`config.mk`:
```
export PLATFORM = sky130hd
export DESIGN_NAME = dcic_top
export DESIGN_NICKNAME = d
export VERILOG_FILES = /design/src/dcic_pkg.sv /design/src/dcic_pin_cond.sv /design/src/dcic_axil.sv /design/src/dcic_top.sv
export SDC_FILE = /design/constraint.sdc
export NUM_CORES = 1
export LEC_CHECK = 0
export ABC_AREA = 1
export BUFFER_PORTS_ARGS = -buffer_cell sky130_fd_sc_hd__clkbuf_2
export CORE_AREA = 2 2 254 281
export CTS_CLUSTER_DIAMETER = 200
export CTS_CLUSTER_SIZE = 25
export DETAILED_ROUTE_END_ITERATION = 10
export DIE_AREA = 0 0 256 283
export SLEW_MARGIN = 30
export SYNTH_ARGS = -nofsm -noshare
export SYNTH_HDL_FRONTEND = slang
export SYNTH_HIERARCHICAL = 1
export SYNTH_SLANG_ARGS = --single-unit
```
`constraint.sdc`:
```
create_clock -name aclk -period 2.4 [get_ports aclk]
set_input_delay 0.24 -clock aclk [delete_from_list [all_inputs] [get_ports aclk]]
set_output_delay 0.24 -clock aclk [all_outputs]
set_load 0.005 [all_outputs]
```
`src/dcic_pkg.sv`:
```
// Constants, register map and carrier types of the dual channel input capture block.
// Assumes one 20 MHz clock and an AXI4-Lite master that issues one access at a time.
package dcic_pkg;
    localparam int ADDR_W = 8;
    localparam int CNT_W = 16;
    localparam int PRESC_W = 5;
    localparam logic [7:0] OFS_START = 8'h00;
    localparam logic [7:0] OFS_MODE = 8'h04;
    localparam logic [7:0] OFS_FUNC = 8'h08;
    localparam logic [7:0] OFS_CNTCTL0 = 8'h0C;
    localparam logic [7:0] OFS_IOAB0 = 8'h14;
    localparam logic [7:0] OFS_IOCD0 = 8'h1C;
    localparam logic [7:0] OFS_FILT0 = 8'h24;
    localparam logic [7:0] OFS_STAT0 = 8'h2C;
    localparam logic [7:0] OFS_CNT0 = 8'h34;
    localparam logic [7:0] OFS_CAP0 = 8'h40;
    localparam logic [7:0] OFS_CAP_END = 8'h5C;
    localparam logic [7:0] CH_STRIDE = 8'h04;
    // Field positions
    localparam int START_LSB = 0;
    localparam int STOPEN_LSB = 2;
    localparam int SYNC_BIT = 0;
    localparam int BUF_LSB = 4;
    localparam int EXTEN_BIT = 0;
    localparam int CC_SRC_LSB = 0;
    localparam int CC_EDGE_LSB = 3;
    localparam int CC_CLR_LSB = 5;
    localparam int IO_FLD_W = 4;
    localparam int IO_FUNC_BIT = 2;
    localparam int IO_TRIG_BIT = 3;
    localparam int FILT_SMP_LSB = 4;
    localparam int STAT_OVF_BIT = 4;
    // Reset values; trigger select of register A starts at 1 (pin)
    localparam logic [7:0] IOAB_RST = 8'h08;
    localparam logic [15:0] CNT_MAX = 16'hFFFF;
    localparam logic [15:0] CNT_ZERO = 16'h0000;
    // Count sources
    localparam logic [2:0] SRC_F1 = 3'h0;
    localparam logic [2:0] SRC_F2 = 3'h1;
    localparam logic [2:0] SRC_F4 = 3'h2;
    localparam logic [2:0] SRC_F8 = 3'h3;
    localparam logic [2:0] SRC_F32 = 3'h4;
    localparam logic [2:0] SRC_EXT = 3'h5;
    localparam logic [2:0] SRC_HSO = 3'h6;
    // Prescaler masks for /2 /4 /8 /32
    localparam logic [4:0] DIV2_M = 5'h01;
    localparam logic [4:0] DIV4_M = 5'h03;
    localparam logic [4:0] DIV8_M = 5'h07;
    localparam logic [4:0] DIV32_M = 5'h1F;
    // Clear select codes
    localparam logic [2:0] CLR_FREE = 3'h0;
    localparam logic [2:0] CLR_A = 3'h1;
    localparam logic [2:0] CLR_B = 3'h2;
    localparam logic [2:0] CLR_SYNC = 3'h3;
    localparam logic [2:0] CLR_C = 3'h5;
    localparam logic [2:0] CLR_D = 3'h6;
    // Edge codes, 1x means both edges
    localparam logic [1:0] EDGE_RISE = 2'h0;
    localparam logic [1:0] EDGE_FALL = 2'h1;
    // Filter sampling clock codes
    localparam logic [1:0] SMP_F1 = 2'h0;
    localparam logic [1:0] SMP_F8 = 2'h1;
    localparam logic [1:0] SMP_F32 = 2'h2;
    localparam logic [1:0] AXI_OKAY = 2'h0;
    localparam logic [1:0] AXI_SLVERR = 2'h2;

    typedef struct packed {
        logic wr;
        logic rd;
        logic [ADDR_W-1:0] waddr;
        logic [ADDR_W-1:0] raddr;
        logic [31:0] wdata;
        logic [3:0] wstrb;
    } dcic_regacc_t;
endpackage

```
`src/dcic_pin_cond.sv`:
```
// Input conditioner: two-stage synchroniser, optional three-sample filter, edge pulses.
// Assumes sample_en is a one-cycle pulse from the parent's prescaler.
`timescale 1ns/1ns
module dcic_pin_cond
    import dcic_pkg::*;
(
    input wire logic aclk,
    input wire logic aresetn,
    input wire logic pin_in,
    input wire logic filt_en,
    input wire logic sample_en,
    output logic level,
    output logic rise,
    output logic fall
);
    typedef struct packed {
        logic meta;
        logic sync;
        logic [2:0] hist;
        logic level;
        logic rise;
        logic fall;
    } dcic_pin_state_t;

    dcic_pin_state_t s_r;
    dcic_pin_state_t s_nxt;
    logic lvl;

    always_comb begin
        s_nxt = s_r;
        s_nxt.meta = pin_in;
        s_nxt.sync = s_r.meta;
        if (sample_en) begin
            s_nxt.hist = {s_r.hist[1:0], s_r.sync};
        end
        lvl = s_r.level;
        if (!filt_en) begin
            lvl = s_r.sync;
        end else if (&s_nxt.hist) begin
            lvl = 1'b1;
        end else if (~|s_nxt.hist) begin
            lvl = 1'b0;
        end
        s_nxt.level = lvl;
        s_nxt.rise = lvl & ~s_r.level;
        s_nxt.fall = ~lvl & s_r.level;
    end

    always_ff @(posedge aclk) begin
        if (!aresetn) begin
            s_r <= '0;
        end else begin
            s_r <= s_nxt;
        end
    end

    assign level = s_r.level;
    assign rise = s_r.rise;
    assign fall = s_r.fall;
endmodule // dcic_pin_cond

```
`src/dcic_axil.sv`:
```
// AXI4-Lite slave front end; turns bus transfers into single-cycle register strobes.
// Assumes the parent decodes the address and returns read data in the same cycle.
`timescale 1ns/1ns
module dcic_axil
    import dcic_pkg::*;
(
    input wire logic aclk,
    input wire logic aresetn,
    input wire logic [ADDR_W-1:0] s_axi_awaddr,
    input wire logic s_axi_awvalid,
    output logic s_axi_awready,
    input wire logic [31:0] s_axi_wdata,
    input wire logic [3:0] s_axi_wstrb,
    input wire logic s_axi_wvalid,
    output logic s_axi_wready,
    output logic [1:0] s_axi_bresp,
    output logic s_axi_bvalid,
    input wire logic s_axi_bready,
    input wire logic [ADDR_W-1:0] s_axi_araddr,
    input wire logic s_axi_arvalid,
    output logic s_axi_arready,
    output logic [31:0] s_axi_rdata,
    output logic [1:0] s_axi_rresp,
    output logic s_axi_rvalid,
    input wire logic s_axi_rready,
    output dcic_regacc_t acc,
    input wire logic [31:0] rd_data,
    input wire logic wr_hit,
    input wire logic rd_hit
);
    typedef struct packed {
        logic aw_full;
        logic [ADDR_W-1:0] awaddr;
        logic w_full;
        logic [31:0] wdata;
        logic [3:0] wstrb;
        logic bvalid;
        logic [1:0] bresp;
        logic arready;
        logic rvalid;
        logic [31:0] rdata;
        logic [1:0] rresp;
        logic awready;
        logic wready;
    } dcic_axil_state_t;

    dcic_axil_state_t s_r;
    dcic_axil_state_t s_nxt;

    always_comb begin
        acc.wr = s_r.aw_full & s_r.w_full & ~s_r.bvalid;
        acc.rd = s_axi_arvalid & s_r.arready;
        acc.waddr = s_r.awaddr;
        acc.raddr = s_axi_araddr;
        acc.wdata = s_r.wdata;
        acc.wstrb = s_r.wstrb;
    end

    always_comb begin
        s_nxt = s_r;
        if (s_axi_awvalid && !s_r.aw_full && !s_r.bvalid) begin
            s_nxt.aw_full = 1'b1;
            s_nxt.awaddr = s_axi_awaddr;
        end
        if (s_axi_wvalid && !s_r.w_full && !s_r.bvalid) begin
            s_nxt.w_full = 1'b1;
            s_nxt.wdata = s_axi_wdata;
            s_nxt.wstrb = s_axi_wstrb;
        end
        if (acc.wr) begin
            s_nxt.aw_full = 1'b0;
            s_nxt.w_full = 1'b0;
            s_nxt.bvalid = 1'b1;
            s_nxt.bresp = wr_hit ? AXI_OKAY : AXI_SLVERR;
        end
        if (s_r.bvalid && s_axi_bready) begin
            s_nxt.bvalid = 1'b0;
        end
        if (acc.rd) begin
            s_nxt.arready = 1'b0;
            s_nxt.rvalid = 1'b1;
            s_nxt.rdata = rd_data;
            s_nxt.rresp = rd_hit ? AXI_OKAY : AXI_SLVERR;
        end
        if (s_r.rvalid && s_axi_rready) begin
            s_nxt.rvalid = 1'b0;
            s_nxt.arready = 1'b1;
        end
        // Ready drops while a response is pending so only one write is in flight
        s_nxt.awready = ~s_nxt.aw_full & ~s_nxt.bvalid;
        s_nxt.wready = ~s_nxt.w_full & ~s_nxt.bvalid;
    end

    always_ff @(posedge aclk) begin
        if (!aresetn) begin
            s_r <= '0;
            s_r.arready <= 1'b1;
            s_r.awready <= 1'b1;
            s_r.wready <= 1'b1;
        end else begin
            s_r <= s_nxt;
        end
    end

    assign s_axi_awready = s_r.awready;
    assign s_axi_wready = s_r.wready;
    assign s_axi_bvalid = s_r.bvalid;
    assign s_axi_bresp = s_r.bresp;
    assign s_axi_arready = s_r.arready;
    assign s_axi_rvalid = s_r.rvalid;
    assign s_axi_rdata = s_r.rdata;
    assign s_axi_rresp = s_r.rresp;
endmodule // dcic_axil

```
`src/dcic_top.sv`:
```
// Two-channel 16-bit timer, input capture function, with AXI4-Lite register access.
// Assumes all pin inputs are synchronous to aclk; oscillator clocks arrive as sampled levels.
`timescale 1ns/1ns
module dcic_top
    import dcic_pkg::*;
(
    input wire logic aclk,
    input wire logic aresetn,
    input wire logic [7:0] capture_input_pin,
    input wire logic external_count_clock_pin,
    input wire logic high_speed_osc_clock,
    input wire logic low_speed_osc_div_clock,
    input wire logic [ADDR_W-1:0] s_axi_awaddr,
    input wire logic s_axi_awvalid,
    output logic s_axi_awready,
    input wire logic [31:0] s_axi_wdata,
    input wire logic [3:0] s_axi_wstrb,
    input wire logic s_axi_wvalid,
    output logic s_axi_wready,
    output logic [1:0] s_axi_bresp,
    output logic s_axi_bvalid,
    input wire logic s_axi_bready,
    input wire logic [ADDR_W-1:0] s_axi_araddr,
    input wire logic s_axi_arvalid,
    output logic s_axi_arready,
    output logic [31:0] s_axi_rdata,
    output logic [1:0] s_axi_rresp,
    output logic s_axi_rvalid,
    input wire logic s_axi_rready,
    output logic [1:0] irq_req
);
    localparam int NSIG = 11;
    localparam int SIG_EXT = 8;
    localparam int SIG_HSO = 9;
    localparam int SIG_LSO = 10;

    typedef struct packed {
        logic [1:0] start;
        logic [1:0] stop_en;
        logic sync;
        logic [3:0] bufen;
        logic ext_en;
        logic [1:0][7:0] cntctl;
        logic [1:0][7:0] ioab;
        logic [1:0][7:0] iocd;
        logic [1:0][5:0] filt;
        logic [1:0][4:0] flags;
        logic [1:0][4:0] armed;
        logic [1:0][CNT_W-1:0] cnt;
        logic [7:0][CNT_W-1:0] cap;
        logic [PRESC_W-1:0] presc;
        logic [1:0] irq;
    } dcic_state_t;

    dcic_state_t s_r;
    dcic_state_t s_nxt;
    dcic_regacc_t acc;
    logic [31:0] rd_data;
    logic wr_hit;
    logic rd_hit;
    logic [NSIG-1:0] sig_in;
    logic [NSIG-1:0] sig_rise;
    logic [NSIG-1:0] sig_fall;
    logic [NSIG-1:0] sig_filt;
    logic [NSIG-1:0] sig_smp;
    logic [1:0] tick;
    logic [1:0] smp;
    logic [1:0][3:0] evt;
    logic [1:0][3:0] flag_set_cap;
    logic [1:0] clr_src;
    logic [1:0] clr_cnt;
    logic [1:0][4:0] flag_clr;
    logic [15:0] wd16;

    function automatic logic [7:0] chofs(input logic [7:0] base, input int ch);
        return (ch == 0) ? base : base + CH_STRIDE;
    endfunction

    function automatic logic addr_hit(input logic [7:0] a);
        return (a[1:0] == 2'h0) && (a <= OFS_CNT0 + CH_STRIDE
            || (a >= OFS_CAP0 && a <= OFS_CAP_END));
    endfunction

    function automatic logic [3:0] io_field(input dcic_state_t st, input int ch, input int j);
        return (j < 2) ? st.ioab[ch][j*IO_FLD_W +: IO_FLD_W]
                       : st.iocd[ch][(j-2)*IO_FLD_W +: IO_FLD_W];
    endfunction

    dcic_axil u_axil (
        .aclk(aclk), .aresetn(aresetn),
        .s_axi_awaddr(s_axi_awaddr), .s_axi_awvalid(s_axi_awvalid),
        .s_axi_awready(s_axi_awready), .s_axi_wdata(s_axi_wdata),
        .s_axi_wstrb(s_axi_wstrb), .s_axi_wvalid(s_axi_wvalid),
        .s_axi_wready(s_axi_wready), .s_axi_bresp(s_axi_bresp),
        .s_axi_bvalid(s_axi_bvalid), .s_axi_bready(s_axi_bready),
        .s_axi_araddr(s_axi_araddr), .s_axi_arvalid(s_axi_arvalid),
        .s_axi_arready(s_axi_arready), .s_axi_rdata(s_axi_rdata),
        .s_axi_rresp(s_axi_rresp), .s_axi_rvalid(s_axi_rvalid),
        .s_axi_rready(s_axi_rready),
        .acc(acc), .rd_data(rd_data), .wr_hit(wr_hit), .rd_hit(rd_hit)
    );

    assign sig_in = {low_speed_osc_div_clock, high_speed_osc_clock,
                     external_count_clock_pin, capture_input_pin};

    // Clock pins never use the filter and sample every cycle
    genvar g;
    generate
        for (g = 0; g < NSIG; g++) begin : g_sig
            if (g < 8) begin : g_cap
                assign sig_filt[g] = s_r.filt[g/4][g%4];
                assign sig_smp[g] = smp[g/4];
            end else begin : g_clk
                assign sig_filt[g] = 1'b0;
                assign sig_smp[g] = 1'b1;
            end
            dcic_pin_cond u_cond (
                .aclk(aclk), .aresetn(aresetn), .pin_in(sig_in[g]),
                .filt_en(sig_filt[g]), .sample_en(sig_smp[g]),
                .level(), .rise(sig_rise[g]), .fall(sig_fall[g])
            );
        end
    endgenerate

    // Count source and filter sampling rates
    always_comb begin
        for (int ch = 0; ch < 2; ch++) begin
            unique case (s_r.cntctl[ch][CC_SRC_LSB +: 3])
                SRC_F1: tick[ch] = 1'b1;
                SRC_F2: tick[ch] = (s_r.presc & DIV2_M) == DIV2_M;
                SRC_F4: tick[ch] = (s_r.presc & DIV4_M) == DIV4_M;
                SRC_F8: tick[ch] = (s_r.presc & DIV8_M) == DIV8_M;
                SRC_F32: tick[ch] = s_r.presc == DIV32_M;
                SRC_EXT: begin
                    // Edge choice is ignored unless the external input is enabled
                    if (!s_r.ext_en) begin
                        tick[ch] = 1'b0;
                    end else if (s_r.cntctl[ch][CC_EDGE_LSB +: 2] == EDGE_RISE) begin
                        tick[ch] = sig_rise[SIG_EXT];
                    end else if (s_r.cntctl[ch][CC_EDGE_LSB +: 2] == EDGE_FALL) begin
                        tick[ch] = sig_fall[SIG_EXT];
                    end else begin
                        tick[ch] = sig_rise[SIG_EXT] | sig_fall[SIG_EXT];
                    end
                end
                SRC_HSO: tick[ch] = sig_rise[SIG_HSO];
                default: tick[ch] = 1'b0;
            endcase
            unique case (s_r.filt[ch][FILT_SMP_LSB +: 2])
                SMP_F1: smp[ch] = 1'b1;
                SMP_F8: smp[ch] = (s_r.presc & DIV8_M) == DIV8_M;
                SMP_F32: smp[ch] = s_r.presc == DIV32_M;
                default: smp[ch] = tick[ch];
            endcase
        end
    end

    // Capture events per pin
    always_comb begin
        logic [3:0] f;
        logic pin_evt;
        logic [2:0] csel;
        f = '0;
        pin_evt = 1'b0;
        csel = '0;
        for (int ch = 0; ch < 2; ch++) begin
            for (int j = 0; j < 4; j++) begin
                f = io_field(s_r, ch, j);
                if (f[1:0] == EDGE_RISE) begin
                    pin_evt = sig_rise[ch*4+j];
                end else if (f[1:0] == EDGE_FALL) begin
                    pin_evt = sig_fall[ch*4+j];
                end else begin
                    pin_evt = sig_rise[ch*4+j] | sig_fall[ch*4+j];
                end
                // Only channel 0 honours the trigger select of register A
                if (ch == 0 && j == 0 && f[IO_FUNC_BIT] && !f[IO_TRIG_BIT]) begin
                    pin_evt = sig_rise[SIG_LSO];
                end
                evt[ch][j] = f[IO_FUNC_BIT] & pin_evt;
            end
            flag_set_cap[ch] = evt[ch];
            csel = s_r.cntctl[ch][CC_CLR_LSB +: 3];
            clr_src[ch] = (csel == CLR_A && evt[ch][0]) || (csel == CLR_B && evt[ch][1])
                || (csel == CLR_C && evt[ch][2]) || (csel == CLR_D && evt[ch][3]);
        end
        for (int ch = 0; ch < 2; ch++) begin
            clr_cnt[ch] = clr_src[ch] || (s_r.sync
                && s_r.cntctl[ch][CC_CLR_LSB +: 3] == CLR_SYNC && clr_src[1-ch]);
        end
    end

    // Read mux
    always_comb begin
        rd_data = '0;
        rd_hit = addr_hit(acc.raddr);
        wr_hit = addr_hit(acc.waddr);
        if (acc.raddr == OFS_START) begin
            rd_data[3:0] = {s_r.stop_en, s_r.start};
        end else if (acc.raddr == OFS_MODE) begin
            rd_data[7:0] = {s_r.bufen, 3'h0, s_r.sync};
        end else if (acc.raddr == OFS_FUNC) begin
            rd_data[0] = s_r.ext_en;
        end else if (acc.raddr >= OFS_CAP0 && acc.raddr <= OFS_CAP_END) begin
            rd_data[15:0] = s_r.cap[acc.raddr[4:2]];
        end
        for (int ch = 0; ch < 2; ch++) begin
            if (acc.raddr == chofs(OFS_CNTCTL0, ch)) rd_data[7:0] = s_r.cntctl[ch];
            if (acc.raddr == chofs(OFS_IOAB0, ch)) rd_data[7:0] = s_r.ioab[ch];
            if (acc.raddr == chofs(OFS_IOCD0, ch)) rd_data[7:0] = s_r.iocd[ch];
            if (acc.raddr == chofs(OFS_FILT0, ch)) rd_data[5:0] = s_r.filt[ch];
            if (acc.raddr == chofs(OFS_STAT0, ch)) rd_data[4:0] = s_r.flags[ch];
            if (acc.raddr == chofs(OFS_CNT0, ch)) rd_data[15:0] = s_r.cnt[ch];
        end
    end

    always_comb begin
        s_nxt = s_r;
        flag_clr = '0;
        wd16 = s_r.cnt[0];
        s_nxt.presc = s_r.presc + 1'b1;
        if (acc.wr && acc.wstrb[0]) begin
            if (acc.waddr == OFS_START) begin
                s_nxt.stop_en = acc.wdata[STOPEN_LSB +: 2];
                for (int ch = 0; ch < 2; ch++) begin
                    if (acc.wdata[START_LSB+ch]) begin
                        s_nxt.start[ch] = 1'b1;
                    end else if (acc.wdata[STOPEN_LSB+ch]) begin
                        s_nxt.start[ch] = 1'b0;
                    end
                end
            end
            if (acc.waddr == OFS_MODE) begin
                s_nxt.sync = acc.wdata[SYNC_BIT];
                s_nxt.bufen = acc.wdata[BUF_LSB +: 4];
            end
            if (acc.waddr == OFS_FUNC) s_nxt.ext_en = acc.wdata[EXTEN_BIT];
            for (int ch = 0; ch < 2; ch++) begin
                if (acc.waddr == chofs(OFS_CNTCTL0, ch)) s_nxt.cntctl[ch] = acc.wdata[7:0];
                if (acc.waddr == chofs(OFS_IOAB0, ch)) s_nxt.ioab[ch] = acc.wdata[7:0];
                if (acc.waddr == chofs(OFS_IOCD0, ch)) s_nxt.iocd[ch] = acc.wdata[7:0];
                if (acc.waddr == chofs(OFS_FILT0, ch)) s_nxt.filt[ch] = acc.wdata[5:0];
                if (acc.waddr == chofs(OFS_STAT0, ch)) begin
                    flag_clr[ch] = s_r.armed[ch] & ~acc.wdata[4:0];
                    s_nxt.armed[ch] = '0;
                end
            end
        end
        if (acc.rd) begin
            for (int ch = 0; ch < 2; ch++) begin
                if (acc.raddr == chofs(OFS_STAT0, ch)) begin
                    s_nxt.armed[ch] = s_r.flags[ch];
                end
            end
        end
        for (int ch = 0; ch < 2; ch++) begin
            // Buffer moves first so the old capture value is kept
            if (evt[ch][0]) begin
                if (s_r.bufen[ch*2]) s_nxt.cap[ch*4+2] = s_r.cap[ch*4];
                s_nxt.cap[ch*4] = s_r.cnt[ch];
            end
            if (evt[ch][1]) begin
                if (s_r.bufen[ch*2+1]) s_nxt.cap[ch*4+3] = s_r.cap[ch*4+1];
                s_nxt.cap[ch*4+1] = s_r.cnt[ch];
            end
            if (evt[ch][2] && !s_r.bufen[ch*2]) s_nxt.cap[ch*4+2] = s_r.cnt[ch];
            if (evt[ch][3] && !s_r.bufen[ch*2+1]) s_nxt.cap[ch*4+3] = s_r.cnt[ch];
        end
        for (int ch = 0; ch < 2; ch++) begin
            logic ovf;
            ovf = 1'b0;
            if (acc.wr && acc.wstrb[0] && (acc.waddr == chofs(OFS_CNT0, ch)
                || (s_r.sync && acc.waddr == chofs(OFS_CNT0, 1-ch)))) begin
                wd16 = {acc.wstrb[1] ? acc.wdata[15:8] : s_r.cnt[ch][15:8], acc.wdata[7:0]};
                s_nxt.cnt[ch] = wd16;
            end else if (clr_cnt[ch]) begin
                s_nxt.cnt[ch] = CNT_ZERO;
            end else if (s_r.start[ch] && tick[ch]) begin
                ovf = s_r.cnt[ch] == CNT_MAX;
                s_nxt.cnt[ch] = s_r.cnt[ch] + 1'b1;
            end
            // A new event wins over a clear in the same cycle
            s_nxt.flags[ch] = (s_r.flags[ch] & ~flag_clr[ch])
                | {ovf, flag_set_cap[ch]};
            s_nxt.irq[ch] = ovf | (|flag_set_cap[ch]);
        end
    end

    always_ff @(posedge aclk) begin
        if (!aresetn) begin
            s_r <= '0;
            s_r.ioab <= {IOAB_RST, IOAB_RST};
        end else begin
            s_r <= s_nxt;
        end
    end

    assign irq_req = s_r.irq;
endmodule // dcic_top

```
# After elaboration in Yosys (flattened, before gate mapping)
# Index checks and enable logic that the tools add are counted.
# word_totals
in_bits	70
output_inout_bits	43
wordCells	519
reg_bits	405
# op_classes
eq_ne	71
mux	132
n_addsub	3
n_lt_le_gt_ge	7
bitwise	78
n_reduce_logical	122
# ops
op	n
$mux W16	25
$eq A8 B6 Y1 const B	14
$mux W8	10
$eq A8 B5 Y1 const B	8
$mux W1	61
$bmux W16 S3	1
$mux W15	3
$mux W5	8
$mux W37	1
$logic_and A1 B1 Y1	34
$reduce_and A2 Y1	17
$and A1 B1 Y1	33
$eq A3 B3 Y1 const B	11
$add A16 B1 Y16 const B	2
$eq A16 B16 Y1 const B	2
$eq A8 B4 Y1 const B	4
$mux W10	3
$reduce_and A3 Y1	10
$logic_not A2 Y1	14
$mux W3	9
$not A1 Y1	25
$eq A2 B1 Y1 const B	12
$eq A3 B2 Y1 const B	8
$reduce_or A3 Y1	8
other kinds (29)	90

# Depth between registers and ports, before layout
# depth
word_depth	24
depth_mapped	19
depth_no_buf	19

# By module
# Netlist, hierarchy kept.
# by_module_without_submodules
module	seq_area_each_um2	instances	cells_each	area_per_inst_um2
dcic_top	5144.9	1	1868	12917.4
dcic_axil	1701.6	1	513	4038.9
dcic_pin_cond	160.2	11	48	337.8

# Worst setup path before layout
# OpenSTA, ideal clock, no wires.
# synth_path
kind	flip-flop to flip-flop
from	register, netlist name s_r[2]
to	register g_sig[0].u_cond.s_r, in the netlist g_sig[0].u_cond/rise
setup_ns	0.113
n_path_buf	0
path_stages_with_launch	18
arrival_ns	2.307
required_time_ns	2.287
period_less_slack_ns	2.420
setup_slack_ns	-0.020
cell_sequence	dfxtp_1 ha_1 nand2_1 nor2_1 ha_1 inv_1 nor3_1 a211o_1 a32o_1 inv_2 nand2_1 nand2_2 inv_2 nand3_2 nand2_1 nand2_2 nand3_2 nor2_1
# synth_rtl
item	line	text
to (signal assigned)	dcic_pin_cond.sv:53	s_r <= s_nxt;
to (decl)	dcic_pin_cond.sv:25	dcic_pin_state_t s_r;

==> run_results.csv <==
group,metric,value,unit
status,status,"completed",
global_routing,antenna_found_initial,0,
setup_path,regToRegStartpoint,"s_r[2]",
floorplan,die_width,256,um
timing,setup_violations,0,
placed_design,dpl_cell_area,21320,sq um
layout,finalCoreUtilization,32.27,%
detailed_routing,wl,57030,um
global_routing,grt_pass1_vias,16467,
timing,relSlewSlack,45.57,%
setup_path,cp_max_fo,5,
layout,final_nets,2976,
detailed_routing,wl_per_cell,14.86,um
layout,n_antenna_cell,0,
setup_path,crit_end,"g_sig[0].u_cond/rise",
timing,post-route-min-period,2308,ps
clock_tree,clk_pin_slew_worst_paths,100,ps
setup_path,rr_worst_depth,16,
placed_design,portBuffers,92,
floorplan,rows,102,
clock_tree,clk_latency,560,ps
detailed_routing,drc,0,
timing,rsz0062_at_grt,"true",
clock_tree,cts_tree,"done",
setup_path,crit_arrival,2760,ps
floorplan,io_pins,113,
setup_path,cp-end-kind,"flop",
setup_path,startpoint,"s_r[2]",
timing,finalWorstSetupSlack,92.04,ps
clock_tree,cts_made_buffers,20,
layout,syn2layout_area_growth,14.25,%
power,power.density,535.7,nW/um^2
placed_design,hpwl,40060,um
detailed_routing,drtIter0Drc,1302,
timing,fin_crit_sh,96.16,%
detailed_routing,first_pass_iters,5,
layout,final_area,22530,sq um
floorplan,die-height,283,um
timing,skew,19.16,ps
setup_path,worstPathRequired,2860,ps
detailed_routing,final_antenna_net_count,0,
synthesis,synthesis.area,19720,sq um
floorplan,core,69810,sq um
run,cap_violations,0,
clock_tree,clock_sinks,410,
layout,drive_gt1_share,16.24,%
synthesis,synth_area_per_cell,7.066,sq um
timing,hold_violations,0,
placed_design,place.gp.congestion,0.8796,
clock_tree,cts_buffer_depth,3,
layout,filler_cell_count,7599,
placed_design,place_ws,-25.22,ps
power,fin_total_pwr,12070,uW
detailed_routing,avgViaCountPerCell,4.650,
setup_path,start_kind,"flop",
power,max-vdd-ir-drop,393.7,uV
setup_path,r2r_slack,90,ps
timing,finalMaxSlewViolations,0,
floorplan,start_util,28.25,%
clock_tree,h-tree-depth,1,
setup_path,r2r-end,"g_sig[0].u_cond/rise",
global_routing,grt_usage,15.12,%
detailed_routing,vias,17843,
setup_path,crit_type,"reg2reg",
timing,tightest_slew,814.5,ps
global_routing,grt-ovfl-total,0,
synthesis,yosys_warnings,6,
power,leakagePower,0.009539,uW
global_routing,grt_max_degree,111,
timing,timing.fmax,433.3,MHz
worst_hold_path,hp-class,"in2reg",
clock_tree,cts_root_buf,"clkbuf_16",
floorplan,die-area,72450,sq um
global_routing,grt_pass1_wl,89550,um
synthesis,syn_inst,2791,
==> report_power, final <==
group | switching (uW) | leakage, uW | total, uW | internal [uW]
clock | 2290 | 0.000266 | 3880 | 1590
combinational | 715 | 0.00594 | 1130 | 416
sequential | 107 | 0.00333 | 7060 | 6950
==> timing repair <==
item | 4_1_cts | 5_1_grt
resized for setup | 2 | 62
pin swaps | 0 | 24
buffers inserted | 0 | 9
setup endpoints to repair | 13 | 41
gates cloned | 0 | 4
hold buffers | 31 | 0
endpoints found under the hold margin | 32 | 0
==> routing by layer <==
metal / share of wire [%] / wire length [um] / track usage (%) / up-vias
met5: 0 / 0 / 0 / -
li1: - / - / - / 9211
met4: 2.9 / 1668 / 5.073 / 0
met1: 45 / 25900 / 19.80 / 8237
met3: 3.9 / 2241 / 1.825 / 69
met2: 48 / 27220 / 25.68 / 326
==> state kept, by name (all words and copies together) (netlist names), 2 cells and up <==
register / flops
s_r: 255
g_sig.u_cond/s_r: 44
u_axil/s_axi_rdata: 32
u_axil/acc: 26
g_sig.u_cond/level: 11
g_sig.u_cond/rise: 11
g_sig.u_cond/s_nxt: 11
g_sig.u_cond/fall: 9
irq_req: 2
u_axil/s_r: 2
==> through the flow <==
stage          instances  setup TNS [ps]  hold slack, ps
2_1_floorplan       2830               0           333.5
3_3_place_gp        3771          -63.90           394.7
3_5_place_dp        3771          -67.02           398.1
4_1_cts             3824               0           2.078
5_1_grt             3837          -530.2           24.76
6_report            3837               0           10.54
==> cells in the final DEF (no fill, tap or decap), drive strengths merged, types with 23 or more instances in the layout <==
cell type,count
dlygate4sd3,31
nand3,89
dfxtp,410
inv,276
a211oi,26
a21oi,273
nor2,319
nor3,25
nand2,595
clkbuf,114
conb,42
buf,129
o22ai,31
nand3b,29
nand4,23
or2,28
o21ai,386
==> final cells by class <==
cell class	count	area, sq um	area share [%]
Clock inverter	1	16.27	0.07219
Tap cell	936	1171	5.198
Timing Repair Buffer	253	1907	8.463
Clock buffer	21	525.5	2.332
Inverter	281	1071	4.754
Sequential cell	410	8213	36.45
Multi-Input combinational cell	1935	9627	42.73
==> worst max-delay path, cell delays in order, from the launching register on <==
cell	delay, ps
dfxtp_2	340
ha_4	160
buf_4	130
o21ai_1	120
a31oi_1	80
a211o_1	330
buf_12	150
a32o_2	280
buf_6	140
nand2_1	70
nand2_2	60
inv_2	60
nand3_2	50
nand2_1	70
nand2_2	70
nand3_2	60
nor2_1	40
==> how the worst min path moves through the flow <==
stage                                  start                        to  cells after the start
global route                 s_axi_wdata[13]            u_axil/acc[17]                      4
floorplan                            aresetn  g_sig[0].u_cond/s_nxt[6]                      2
CTS                           s_axi_wdata[6]            u_axil/acc[10]                      4
global placement    g_sig[1].u_cond/s_nxt[6]    g_sig[1].u_cond/s_r[6]                      2
finish                       s_axi_awaddr[2]            u_axil/acc[46]                      4
detailed placement  g_sig[1].u_cond/s_nxt[6]    g_sig[1].u_cond/s_r[6]                      2
No activity file was read; power rests on OpenSTA's default activity.
